==> config.mk <==
export PLATFORM = sky130hd
export DESIGN_NAME = apm_mux
export DESIGN_NICKNAME = d
export VERILOG_FILES = /design/src/hdl/apm_pkg.sv /design/src/hdl/apm_in_sync.sv /design/src/hdl/apm_mux.sv
export SDC_FILE = /design/constraint.sdc
export NUM_CORES = 1
export LEC_CHECK = 0
export BUFFER_PORTS_ARGS = -buffer_cell sky130_fd_sc_hd__buf_2
export CAP_MARGIN = 25
export CORE_AREA = 2 2 86 105
export CTS_BUF_LIST = sky130_fd_sc_hd__clkbuf_8
export DETAILED_ROUTE_END_ITERATION = 10
export DIE_AREA = 0 0 88 107
export MAX_ROUTING_LAYER = met4
export PLACE_DENSITY = 0.52
export SETUP_SLACK_MARGIN = 0.5
export SYNTH_ARGS = -nofsm -noshare
export SYNTH_HDL_FRONTEND = slang
export SYNTH_SLANG_ARGS = --single-unit
==> constraint.sdc <==
create_clock -name clk -period 2.1 [get_ports clk]
set_input_delay 0.42 -clock clk [delete_from_list [all_inputs] [get_ports clk]]
set_output_delay 0.42 -clock clk [all_outputs]
set_load 0.005 [all_outputs]
==> src/hdl/apm_pkg.sv <==
// Package of constants and carrier types for the analog pin function mux.
package apm_pkg;

	// Register port geometry.
	localparam int APM_ADDR_W = 8;
	localparam int APM_DATA_W = 32;
	localparam int APM_NUM_PINS = 10;
	localparam int APM_NUM_DIG = 4;

	// Register byte offsets, one aligned word each.
	localparam logic [APM_ADDR_W-1:0] APM_OFS_SELECT = 8'h00;
	localparam logic [APM_ADDR_W-1:0] APM_OFS_DATA = 8'h04;
	localparam logic [APM_ADDR_W-1:0] APM_OFS_DIR = 8'h08;

	// Only odd selection bits are stored; even bits read as zero.
	localparam logic [APM_DATA_W-1:0] APM_SEL_ODD_MASK = 32'haaaaaaaa;
	// Every pin starts on its analog path.
	localparam logic [APM_DATA_W-1:0] APM_SEL_RESET = 32'haaaaaaaa;
	localparam logic [APM_NUM_DIG-1:0] APM_DATA_RESET = 4'h0;
	localparam logic [APM_NUM_DIG-1:0] APM_DIR_RESET = 4'h0;

	// Line numbering of the selection register.
	localparam int APM_LINE_BASE = 16;

	// Line number behind each of the ten pins, order A0 A2 A3 A4 A6 A7
	// B0 B3 B4 B7.
	localparam int APM_PIN_LINE [APM_NUM_PINS] =
		'{16, 18, 19, 20, 22, 23, 24, 27, 28, 31};

	// Lines that really have a digital function, in data bit order.
	localparam int APM_DIG_LINE [APM_NUM_DIG] = '{18, 20, 22, 28};

	// Register request from the processor.
	typedef struct packed {
		logic valid;
		logic write;
		logic from_ctrl_cpu;
		logic [APM_ADDR_W-1:0] addr;
		logic [APM_DATA_W-1:0] wdata;
	} apm_reg_req_t;

	// Register answer to the processor.
	typedef struct packed {
		logic ack;
		logic denied;
		logic [APM_DATA_W-1:0] rdata;
	} apm_reg_rsp_t;

	// Digital drive of the four digital-capable pins.
	typedef struct packed {
		logic [APM_NUM_DIG-1:0] out;
		logic [APM_NUM_DIG-1:0] oe;
	} apm_dig_drive_t;

	// Selection bit index that controls a given line.
	function automatic int apm_sel_idx(input int line);
		apm_sel_idx = 2 * (line - APM_LINE_BASE) + 1;
	endfunction

endpackage

==> src/hdl/apm_in_sync.sv <==
// Three-stage input synchroniser with agreement filter for pin inputs.
`timescale 1ns/1ps
module apm_in_sync #(
	parameter int WIDTH = 4
) (
	// Clock and reset.
	input wire logic clk,
	input wire logic rst,
	// Raw and filtered levels.
	input wire logic [WIDTH-1:0] raw,
	output logic [WIDTH-1:0] level
);

	logic [WIDTH-1:0] s1_q;
	logic [WIDTH-1:0] s2_q;
	logic [WIDTH-1:0] s3_q;
	logic [WIDTH-1:0] level_q;
	logic [WIDTH-1:0] level_d;
	logic [WIDTH-1:0] agree;

	// The first stage feeds only the second, so it never reaches logic.
	always_ff @(posedge clk or posedge rst)
	begin
		if (rst)
		begin
			s1_q <= '0;
			s2_q <= '0;
			s3_q <= '0;
			level_q <= '0;
		end
		else
		begin
			s1_q <= raw;
			s2_q <= s1_q;
			s3_q <= s2_q;
			level_q <= level_d;
		end
	end

	// A new level counts only once the second and third stages agree.
	assign agree = ~(s2_q ^ s3_q);
	assign level_d = (agree & s3_q) | (~agree & level_q);
	assign level = level_q;

endmodule

==> src/hdl/apm_mux.sv <==
// Analog pin function mux: selection, data and direction registers.
//
// Notes on behaviour
// - After reset every pin is on its analog path, digital disabled.
// - Registers act only on accesses from the control-subsystem CPU; others are refused.
// - Cleared odd selection bit puts A2, A4, A6 or B4 in digital mode; other pins only lose their converter path.
// - Set odd selection bit routes its pin to converter or comparator.
// - Bit 9 switches pin A4 between digital line 20 and analog.
// - Even selection bits have no effect on routing.
// - Only A2, A4, A6, B4 have digital lines 18, 20, 22, 28.
// - Those four pins feed converter and comparator; others converter.
// - Four data bits are readable, writable, each with own direction.
// - Digital lines have no pull-up control.
// - Only digital and analog modes exist; modes 1 and 3 absent.
`timescale 1ns/1ps
module apm_mux
	import apm_pkg::*;
(
	// Clock and reset.
	input wire logic clk,
	input wire logic rst,
	// Register port from the processor.
	input apm_pkg::apm_reg_req_t req,
	output apm_pkg::apm_reg_rsp_t rsp,
	// Digital side of the four digital-capable pins.
	input wire logic [apm_pkg::APM_NUM_DIG-1:0] dig_pin_in,
	output apm_pkg::apm_dig_drive_t dig_drive,
	// Analog routing of the ten pins.
	output logic [apm_pkg::APM_NUM_PINS-1:0] conv_path_en,
	output logic [apm_pkg::APM_NUM_DIG-1:0] comp_path_en
);

	import apm_pkg::*;

	logic [APM_DATA_W-1:0] sel_q;
	logic [APM_DATA_W-1:0] sel_d;
	logic [APM_NUM_DIG-1:0] data_q;
	logic [APM_NUM_DIG-1:0] data_d;
	logic [APM_NUM_DIG-1:0] dir_q;
	logic [APM_NUM_DIG-1:0] dir_d;
	apm_reg_rsp_t rsp_q;
	apm_reg_rsp_t rsp_d;
	logic first_q;

	wire logic [APM_NUM_DIG-1:0] pin_level;
	wire logic [APM_NUM_DIG-1:0] dig_mode;
	wire logic [APM_NUM_DIG-1:0] read_back;
	wire logic granted;
	wire logic denied;
	wire logic wr_sel;
	wire logic wr_data;
	wire logic wr_dir;
	wire logic hit_sel;
	wire logic hit_data;
	wire logic hit_dir;
	wire logic [APM_DATA_W-1:0] rd_word;

	// Pin inputs come from outside the clock domain.
	apm_in_sync #(
		.WIDTH(APM_NUM_DIG)
	) u_sync (
		.clk(clk),
		.rst(rst),
		.raw(dig_pin_in),
		.level(pin_level)
	);

	// Accesses from any other master are turned away here.
	// master filter
	assign granted = req.valid && req.from_ctrl_cpu;
	assign denied = req.valid && !req.from_ctrl_cpu;

	// Address decode; unmapped offsets read zero and ignore writes.
	assign hit_sel = (req.addr == APM_OFS_SELECT);
	assign hit_data = (req.addr == APM_OFS_DATA);
	assign hit_dir = (req.addr == APM_OFS_DIR);
	assign wr_sel = granted && req.write && hit_sel;
	assign wr_data = granted && req.write && hit_data;
	assign wr_dir = granted && req.write && hit_dir;

	// Even bits are dropped on write, so they can never steer a pin.
	// even bits ignored
	assign sel_d = wr_sel ? (req.wdata & APM_SEL_ODD_MASK) : sel_q;
	assign data_d = wr_data ? req.wdata[APM_NUM_DIG-1:0] : data_q;
	assign dir_d = wr_dir ? req.wdata[APM_NUM_DIG-1:0] : dir_q;

	// One bit per pin gives exactly two modes, digital and analog.
	// two modes only
	genvar gi;
	generate
		for (gi = 0; gi < APM_NUM_DIG; gi++)
		begin : g_dig
			assign dig_mode[gi] = !sel_q[apm_sel_idx(APM_DIG_LINE[gi])];
			assign comp_path_en[gi] = !dig_mode[gi];
			// Read returns the pin in input mode, the latch when driving.
			assign read_back[gi] = dig_mode[gi] &&
				(dir_q[gi] ? data_q[gi] : pin_level[gi]);
		end
		for (gi = 0; gi < APM_NUM_PINS; gi++)
		begin : g_pin
			assign conv_path_en[gi] = sel_q[apm_sel_idx(APM_PIN_LINE[gi])];
		end
	endgenerate

	// Pins drive only in digital mode with direction set to output.
	// There is no pull-up output at all; the pad has none to steer.
	// no pull control
	assign dig_drive.oe = dig_mode & dir_q;
	assign dig_drive.out = data_q;

	// Read data selection.
	assign rd_word = hit_sel ? sel_q :
		hit_data ? {{(APM_DATA_W-APM_NUM_DIG){1'b0}}, read_back} :
		hit_dir ? {{(APM_DATA_W-APM_NUM_DIG){1'b0}}, dir_q} :
		{APM_DATA_W{1'b0}};

	// Answer one cycle after the request; refused reads return zero.
	always_comb
	begin
		rsp_d.ack = req.valid;
		rsp_d.denied = denied;
		rsp_d.rdata = (granted && !req.write) ? rd_word : '0;
	end

	// Register state.
	// analog at reset
	always_ff @(posedge clk or posedge rst)
	begin
		if (rst)
		begin
			sel_q <= APM_SEL_RESET;
			data_q <= APM_DATA_RESET;
			dir_q <= APM_DIR_RESET;
			rsp_q <= '0;
			first_q <= 1'b1;
		end
		else
		begin
			sel_q <= sel_d;
			data_q <= data_d;
			dir_q <= dir_d;
			rsp_q <= rsp_d;
			first_q <= 1'b0;
		end
	end

	assign rsp = rsp_q;

	// First cycle out of reset shows every pin analog, nothing driven.
	property p_reset_analog;
		@(posedge clk) disable iff (rst)
		first_q |-> (&conv_path_en) && (&comp_path_en) &&
			(dig_drive.oe == '0);
	endproperty
	a_reset_analog: assert property (p_reset_analog)
		else $error("pins not analog after reset");

	// A foreign master changes nothing and reads zero.
	property p_denied_write;
		@(posedge clk) disable iff (rst)
		denied |=> $stable(sel_q) && $stable(data_q) && $stable(dir_q) &&
			rsp.ack && rsp.denied && (rsp.rdata == '0);
	endproperty
	a_denied_write: assert property (p_denied_write)
		else $error("foreign master access took effect");

	// Digital mode isolates the analog paths and follows direction.
	property p_digital_mode;
		@(posedge clk) disable iff (rst)
		!sel_q[5] |-> !conv_path_en[1] && !comp_path_en[0] &&
			(dig_drive.oe[0] == dir_q[0]);
	endproperty
	a_digital_mode: assert property (p_digital_mode)
		else $error("digital mode routing wrong on line 18");

	// Analog mode feeds both destinations and never drives.
	property p_analog_mode;
		@(posedge clk) disable iff (rst)
		sel_q[25] |-> conv_path_en[8] && comp_path_en[3] &&
			!dig_drive.oe[3];
	endproperty
	a_analog_mode: assert property (p_analog_mode)
		else $error("analog mode routing wrong on line 28");

	// Writing bit 9 moves pin A4 on the next cycle.
	property p_bit_nine;
		@(posedge clk) disable iff (rst)
		wr_sel |=> (conv_path_en[3] == $past(req.wdata[9])) &&
			(comp_path_en[1] == $past(req.wdata[9]));
	endproperty
	a_bit_nine: assert property (p_bit_nine)
		else $error("bit 9 did not steer pin A4");

	// Stored selection never holds an even bit.
	property p_even_ignored;
		@(posedge clk) disable iff (rst)
		wr_sel |=> (sel_q == ($past(req.wdata) & APM_SEL_ODD_MASK));
	endproperty
	a_even_ignored: assert property (p_even_ignored)
		else $error("even selection bits were stored");

	// Clearing a reserved pin's bit cuts only that pin's converter path.
	property p_reserved_pins;
		@(posedge clk) disable iff (rst)
		!sel_q[1] |-> !conv_path_en[0] &&
			(conv_path_en[9:1] == {sel_q[31], sel_q[25], sel_q[23],
			sel_q[17], sel_q[15], sel_q[13], sel_q[9], sel_q[7], sel_q[5]});
	endproperty
	a_reserved_pins: assert property (p_reserved_pins)
		else $error("reserved pin gained a function");

	// Comparator enables track the four digital-capable pins' converter.
	property p_comp_pairs;
		@(posedge clk) disable iff (rst)
		comp_path_en == {conv_path_en[8], conv_path_en[4], conv_path_en[3],
			conv_path_en[1]};
	endproperty
	a_comp_pairs: assert property (p_comp_pairs)
		else $error("comparator path not paired with its pin");

	// Written data appears on the drive latch one cycle later.
	property p_data_write;
		@(posedge clk) disable iff (rst)
		wr_data |=> (dig_drive.out == $past(req.wdata[APM_NUM_DIG-1:0]));
	endproperty
	a_data_write: assert property (p_data_write)
		else $error("data write not seen on drive latch");

	// Every request is answered on the next edge, refusals flagged.
	property p_ack_follows;
		@(posedge clk) disable iff (rst)
		req.valid |=> rsp.ack && (rsp.denied == !$past(req.from_ctrl_cpu));
	endproperty
	a_ack_follows: assert property (p_ack_follows)
		else $error("request not answered on the next edge");

	// No answer shows without a request behind it.
	property p_ack_quiet;
		@(posedge clk) disable iff (rst)
		!req.valid |=> !rsp.ack && !rsp.denied && (rsp.rdata == '0);
	endproperty
	a_ack_quiet: assert property (p_ack_quiet)
		else $error("answer seen without a request");

	// Unmapped offsets change nothing and read zero.
	property p_unmapped;
		@(posedge clk) disable iff (rst)
		req.valid && !hit_sel && !hit_data && !hit_dir |=>
			(rsp.rdata == '0) && $stable(sel_q) && $stable(data_q) &&
			$stable(dir_q);
	endproperty
	a_unmapped: assert property (p_unmapped)
		else $error("unmapped access had an effect");

	// A granted write answers with zero data and no refusal.
	property p_write_quiet;
		@(posedge clk) disable iff (rst)
		granted && req.write |=> !rsp.denied && (rsp.rdata == '0);
	endproperty
	a_write_quiet: assert property (p_write_quiet)
		else $error("granted write answered wrongly");

	// Selection reads give back the stored odd bits, even bits as zero.
	property p_sel_readback;
		@(posedge clk) disable iff (rst)
		granted && !req.write && hit_sel |=>
			(rsp.rdata == $past(sel_q)) &&
			((rsp.rdata & ~APM_SEL_ODD_MASK) == '0);
	endproperty
	a_sel_readback: assert property (p_sel_readback)
		else $error("selection read back wrong");

	// Each digital line follows its own odd bit: 5, 9, 13 and 25.
	property p_line_bits;
		@(posedge clk) disable iff (rst)
		comp_path_en == {sel_q[25], sel_q[13], sel_q[9], sel_q[5]};
	endproperty
	a_line_bits: assert property (p_line_bits)
		else $error("digital line not steered by its odd bit");

	// A direction write reaches the pad enables one cycle later.
	property p_dir_write;
		@(posedge clk) disable iff (rst)
		wr_dir |=> dig_drive.oe ==
			($past(req.wdata[APM_NUM_DIG-1:0]) & ~comp_path_en);
	endproperty
	a_dir_write: assert property (p_dir_write)
		else $error("direction write not seen on pad enables");

	// Data reads give the latch when driving, the pad when sampling.
	property p_data_read;
		@(posedge clk) disable iff (rst)
		granted && !req.write && hit_data |=>
			(rsp.rdata[APM_DATA_W-1:APM_NUM_DIG] == '0) &&
			(rsp.rdata[APM_NUM_DIG-1:0] == $past(~comp_path_en &
			((dir_q & data_q) | (~dir_q & pin_level))));
	endproperty
	a_data_read: assert property (p_data_read)
		else $error("data read returned wrong bits");

	// A pin routed to the analog side is never driven as well.
	property p_analog_quiet;
		@(posedge clk) disable iff (rst)
		(dig_drive.oe & comp_path_en) == '0;
	endproperty
	a_analog_quiet: assert property (p_analog_quiet)
		else $error("pin driven while in analog mode");

	// The drive latch also starts cleared, with no answer pending.
	property p_reset_latch;
		@(posedge clk) disable iff (rst)
		first_q |-> (dig_drive.out == APM_DATA_RESET) && !rsp.ack;
	endproperty
	a_reset_latch: assert property (p_reset_latch)
		else $error("drive latch not cleared after reset");

endmodule

==> impl_metrics.py <==
metrics = {
    "logic_synthesis": {
        "netlist.area_leader.share_pct": 44.65,
        "netlist_area_um2": 2466,
        "synth_top_flop_cell": "dfrtp_1",
        "synthCells": 176,
        "postSynth.asyncResetShare_pct": 100.0,
        "seq_area_frac_synth_pct": 61.69,
        "synth.top_cells.by_area": "dfrtp_1 45%, dfstp_2 17%, buf_4 8.5%, mux2_2 6.4%, mux2_4 6.1%",
        "yosysUniqueCellTypes": 31,
        "yosysWarnings": 0,
        "synthDominantAreaCellType": "dfrtp_1",
        "synthesis.area_per_instance_um2": 14.01,
        "synth_enable_flop_cells": 0,
        "ys_ff_latch": 60,
    },
    "final_layout": {
        "fillCellCount": 822,
        "post_route_cells_drive_above_1_share_pct": 58.56,
        "flow.area_growth_from_synthesis_pct": 28.67,
        "layout.cells.most_common": "buf_2",
        "layout.cell_area.non_filler_um2": 3173,
        "finish.net_count": 307,
        "antenna_cells_inserted": 0,
        "most-common-layout-cells": "70 x buf_2, 44 x dfrtp_1, 16 x dfstp_2",
    },
    "timing": {
        "hold_violations": 0,
        "worstMarginPinSlew_ns": 0.5944,
        "finClkSkew_ns": 0.008482,
        "fmaxAchievable_mhz": 547.4,
        "finalMaxSlewViolations": 0,
        "final.setup.tns_ns": 0,
        "post-route-min-period_ns": 1.827,
        "post-route-period-util_pct": 87.00,
        "rsz0062_at_grt": "true",
        "timing.max_slew.rel_slack_pct": 60.29,
        "final_setup_vio_count": 0,
    },
    "die": {
        "fp-row-count": 37,
        "die_width_um": 88,
        "ioPinCount": 105,
        "core_ar_um2": 8379,
        "initial_core_util_pct": 29.43,
        "die_height_um": 107,
        "floorplan.die_area_um2": 9416,
    },
    "run": {
        "max_cap_viol_count": 0,
    },
    "cts": {
        "max-clock-path-buffers": 2,
        "clk_root_buffer_cell": "clkbuf_8",
        "clock-sinks": 60,
        "tritoncts": "built",
        "clock_tree.htree_level_count": 3,
        "clock_insertion_delay_worst_skew_ns": 0.33,
        "numCtsBuffers": 9,
        "clkSlewWorstSetupHoldPaths_ns": 0.07,
    },
    "setup_path": {
        "critical_path_peak_fanout": 8,
        "setup.worst_path.end_class": "register",
        "worstPathArrival_ns": 2.09,
        "timing.critical_path.from_type": "input port",
        "crit_required_ns": 2.36,
        "crit_type": "input port to register",
    },
    "place": {
        "placed_area_um2": 2890,
        "hpwl_after_dpl_mm": 3.598,
        "port-buffer-count": 76,
        "gp_congestion": 0.6892,
    },
    "global_route": {
        "grt_first_pass_wirelength_mm": 7.962,
        "first_global_vias": 1557,
        "number_of_antenna_violations_at_the_first_check_in_global_routing": 0,
        "grt_start_max_net_pins": 36,
        "grt_remaining_overflow": 0,
        "grtUsageTotal_pct": 12.13,
    },
    "routing": {
        "wire_per_inst_um": 13.63,
        "ant_nets": 0,
        "post_drt_via_cell_ratio": 3.997,
        "drt_first_iter_violations": 53,
        "drc_errors": 0,
        "via_count": 1519,
        "dr.pass1.iters": 4,
        "route.final.wire_length_mm": 5.179,
    },
    "power_and_ir_drop": {
        "leakagePower_nw": 1.650,
        "total_power_w": 0.002383,
        "max_vdd_drop_uv": 369.5,
        "pwr_density_cell_nw_per_um2": 750.9,
    },
    "hold_path": {
        "holdCritPathClass": "input port to asynchronous set/reset pin",
    },
    "run_status": {
        "result_of_the_run": "finished, final reports clean",
    },
}
-- registers in the layout (all words and copies together), names as in the netlist, named ones only --
register	flops
sel_q	16
data_q	4
rsp	20
u_sync.s1_q	4
u_sync.s3_q	4
dir_q	4
u_sync.s2_q	4
-- cell families after synthesis --
family	share of synthesized area, %
other	0.1521
AO/OA/AOI/OAI	1.776
buffers and inverters	10.71
flip-flops	61.69
adder cells (fa/ha/maj)	1.624
AND/OR/NAND/NOR	10.76
multiplexers	13.29
-- power by group --
group / switching, W / internal, W
Sequential: 0.0000142 / 0.00119
Combinational: 0.0000693 / 0.0000736
Clock: 0.000433 / 0.000604
-- critical path, stage by stage --
cell and delay (ns):
buf_6 0.09, or4bb_4 0.57, or4_4 0.66, mux2_4 0.34
-- per-stage QoR --
step / instances / hold slack (ns) / util (%) / worst slack [ns]
after global routing: 380 / 0.1779 / 37.87 / 0.2586
final: 380 / 0.1541 / 37.87 / 0.2730
after floorplan: 189 / 0.3312 / - / 0.02163
after CTS: 378 / 0.1582 / 37.36 / 0.2812
after detailed placement: 360 / 0.3358 / 34.49 / -0.1269
after global placement: 360 / 0.3331 / 34.49 / -0.1093
-- cell type report --
type                       count  area, um^2  share of cell area [%]
multi-input combinational     94       757.0                   23.86
clock buffer                  11       151.4                   4.771
timing repair buffer          89       528.0                   16.64
clock inverter                 5       50.05                   1.577
sequential                    60        1521                   47.95
inverter                       4       18.77                  0.5915
tap                          117       146.4                   4.614
-- routing by layer --
| metal | track usage (%) | part of all wire [%] |
|---|---|---|
| met4 | 6.593 | 2.5 |
| met3 | 2.771 | 4.1 |
| met5 | - | 0 |
| met1 | 13.46 | 41 |
| met2 | 19.97 | 52 |
-- what timing repair did --
| action | CTS | global route |
|---|---|---|
| pin swaps | 3 | 6 |
| gates resized for setup | 5 | 5 |
| hold buffers | 0 | 0 |
| setup endpoints to repair | 20 | 26 |
| buffers inserted | 1 | 2 |
| cloned | 1 | 0 |
-- cell usage after synthesis (3+ instances only) --
cell       n
dfrtp_1   44
buf_4     28
dfstp_2   16
and2_1    14
mux2_2    14
mux2_4    10
nor2b_1    6
a21oi_1    4
inv_1      4
maj3_1     4
nor2_1     4
nand2b_1   3
-- path summary, 6_finish.rpt --
check | startpoint | cells past startpoint | endpoint | slack [ns]
setup reg to reg | sel_q[25]$_DFFE_PP1P_ | 3 | rsp[3]$_DFF_PP0_ | 0.95
max in group asynchronous | rst | 3 | sel_q[13]$_DFFE_PP1P_ | 1.33
min in group clk | dig_pin_in[0] | 1 | u_sync.s1_q[0]$_DFF_PP0_ | 0.19
setup / recovery | req[38] | 4 | sel_q[11]$_DFFE_PP1P_ | 0.27
hold reg to reg | u_sync.s1_q[1]$_DFF_PP0_ | 0 | u_sync.s2_q[1]$_DFF_PP0_ | 0.35
hold / removal | rst | 2 | rsp[27]$_DFF_PP0_ | 0.15
Note: power is estimated with default switching activity, not from simulation.
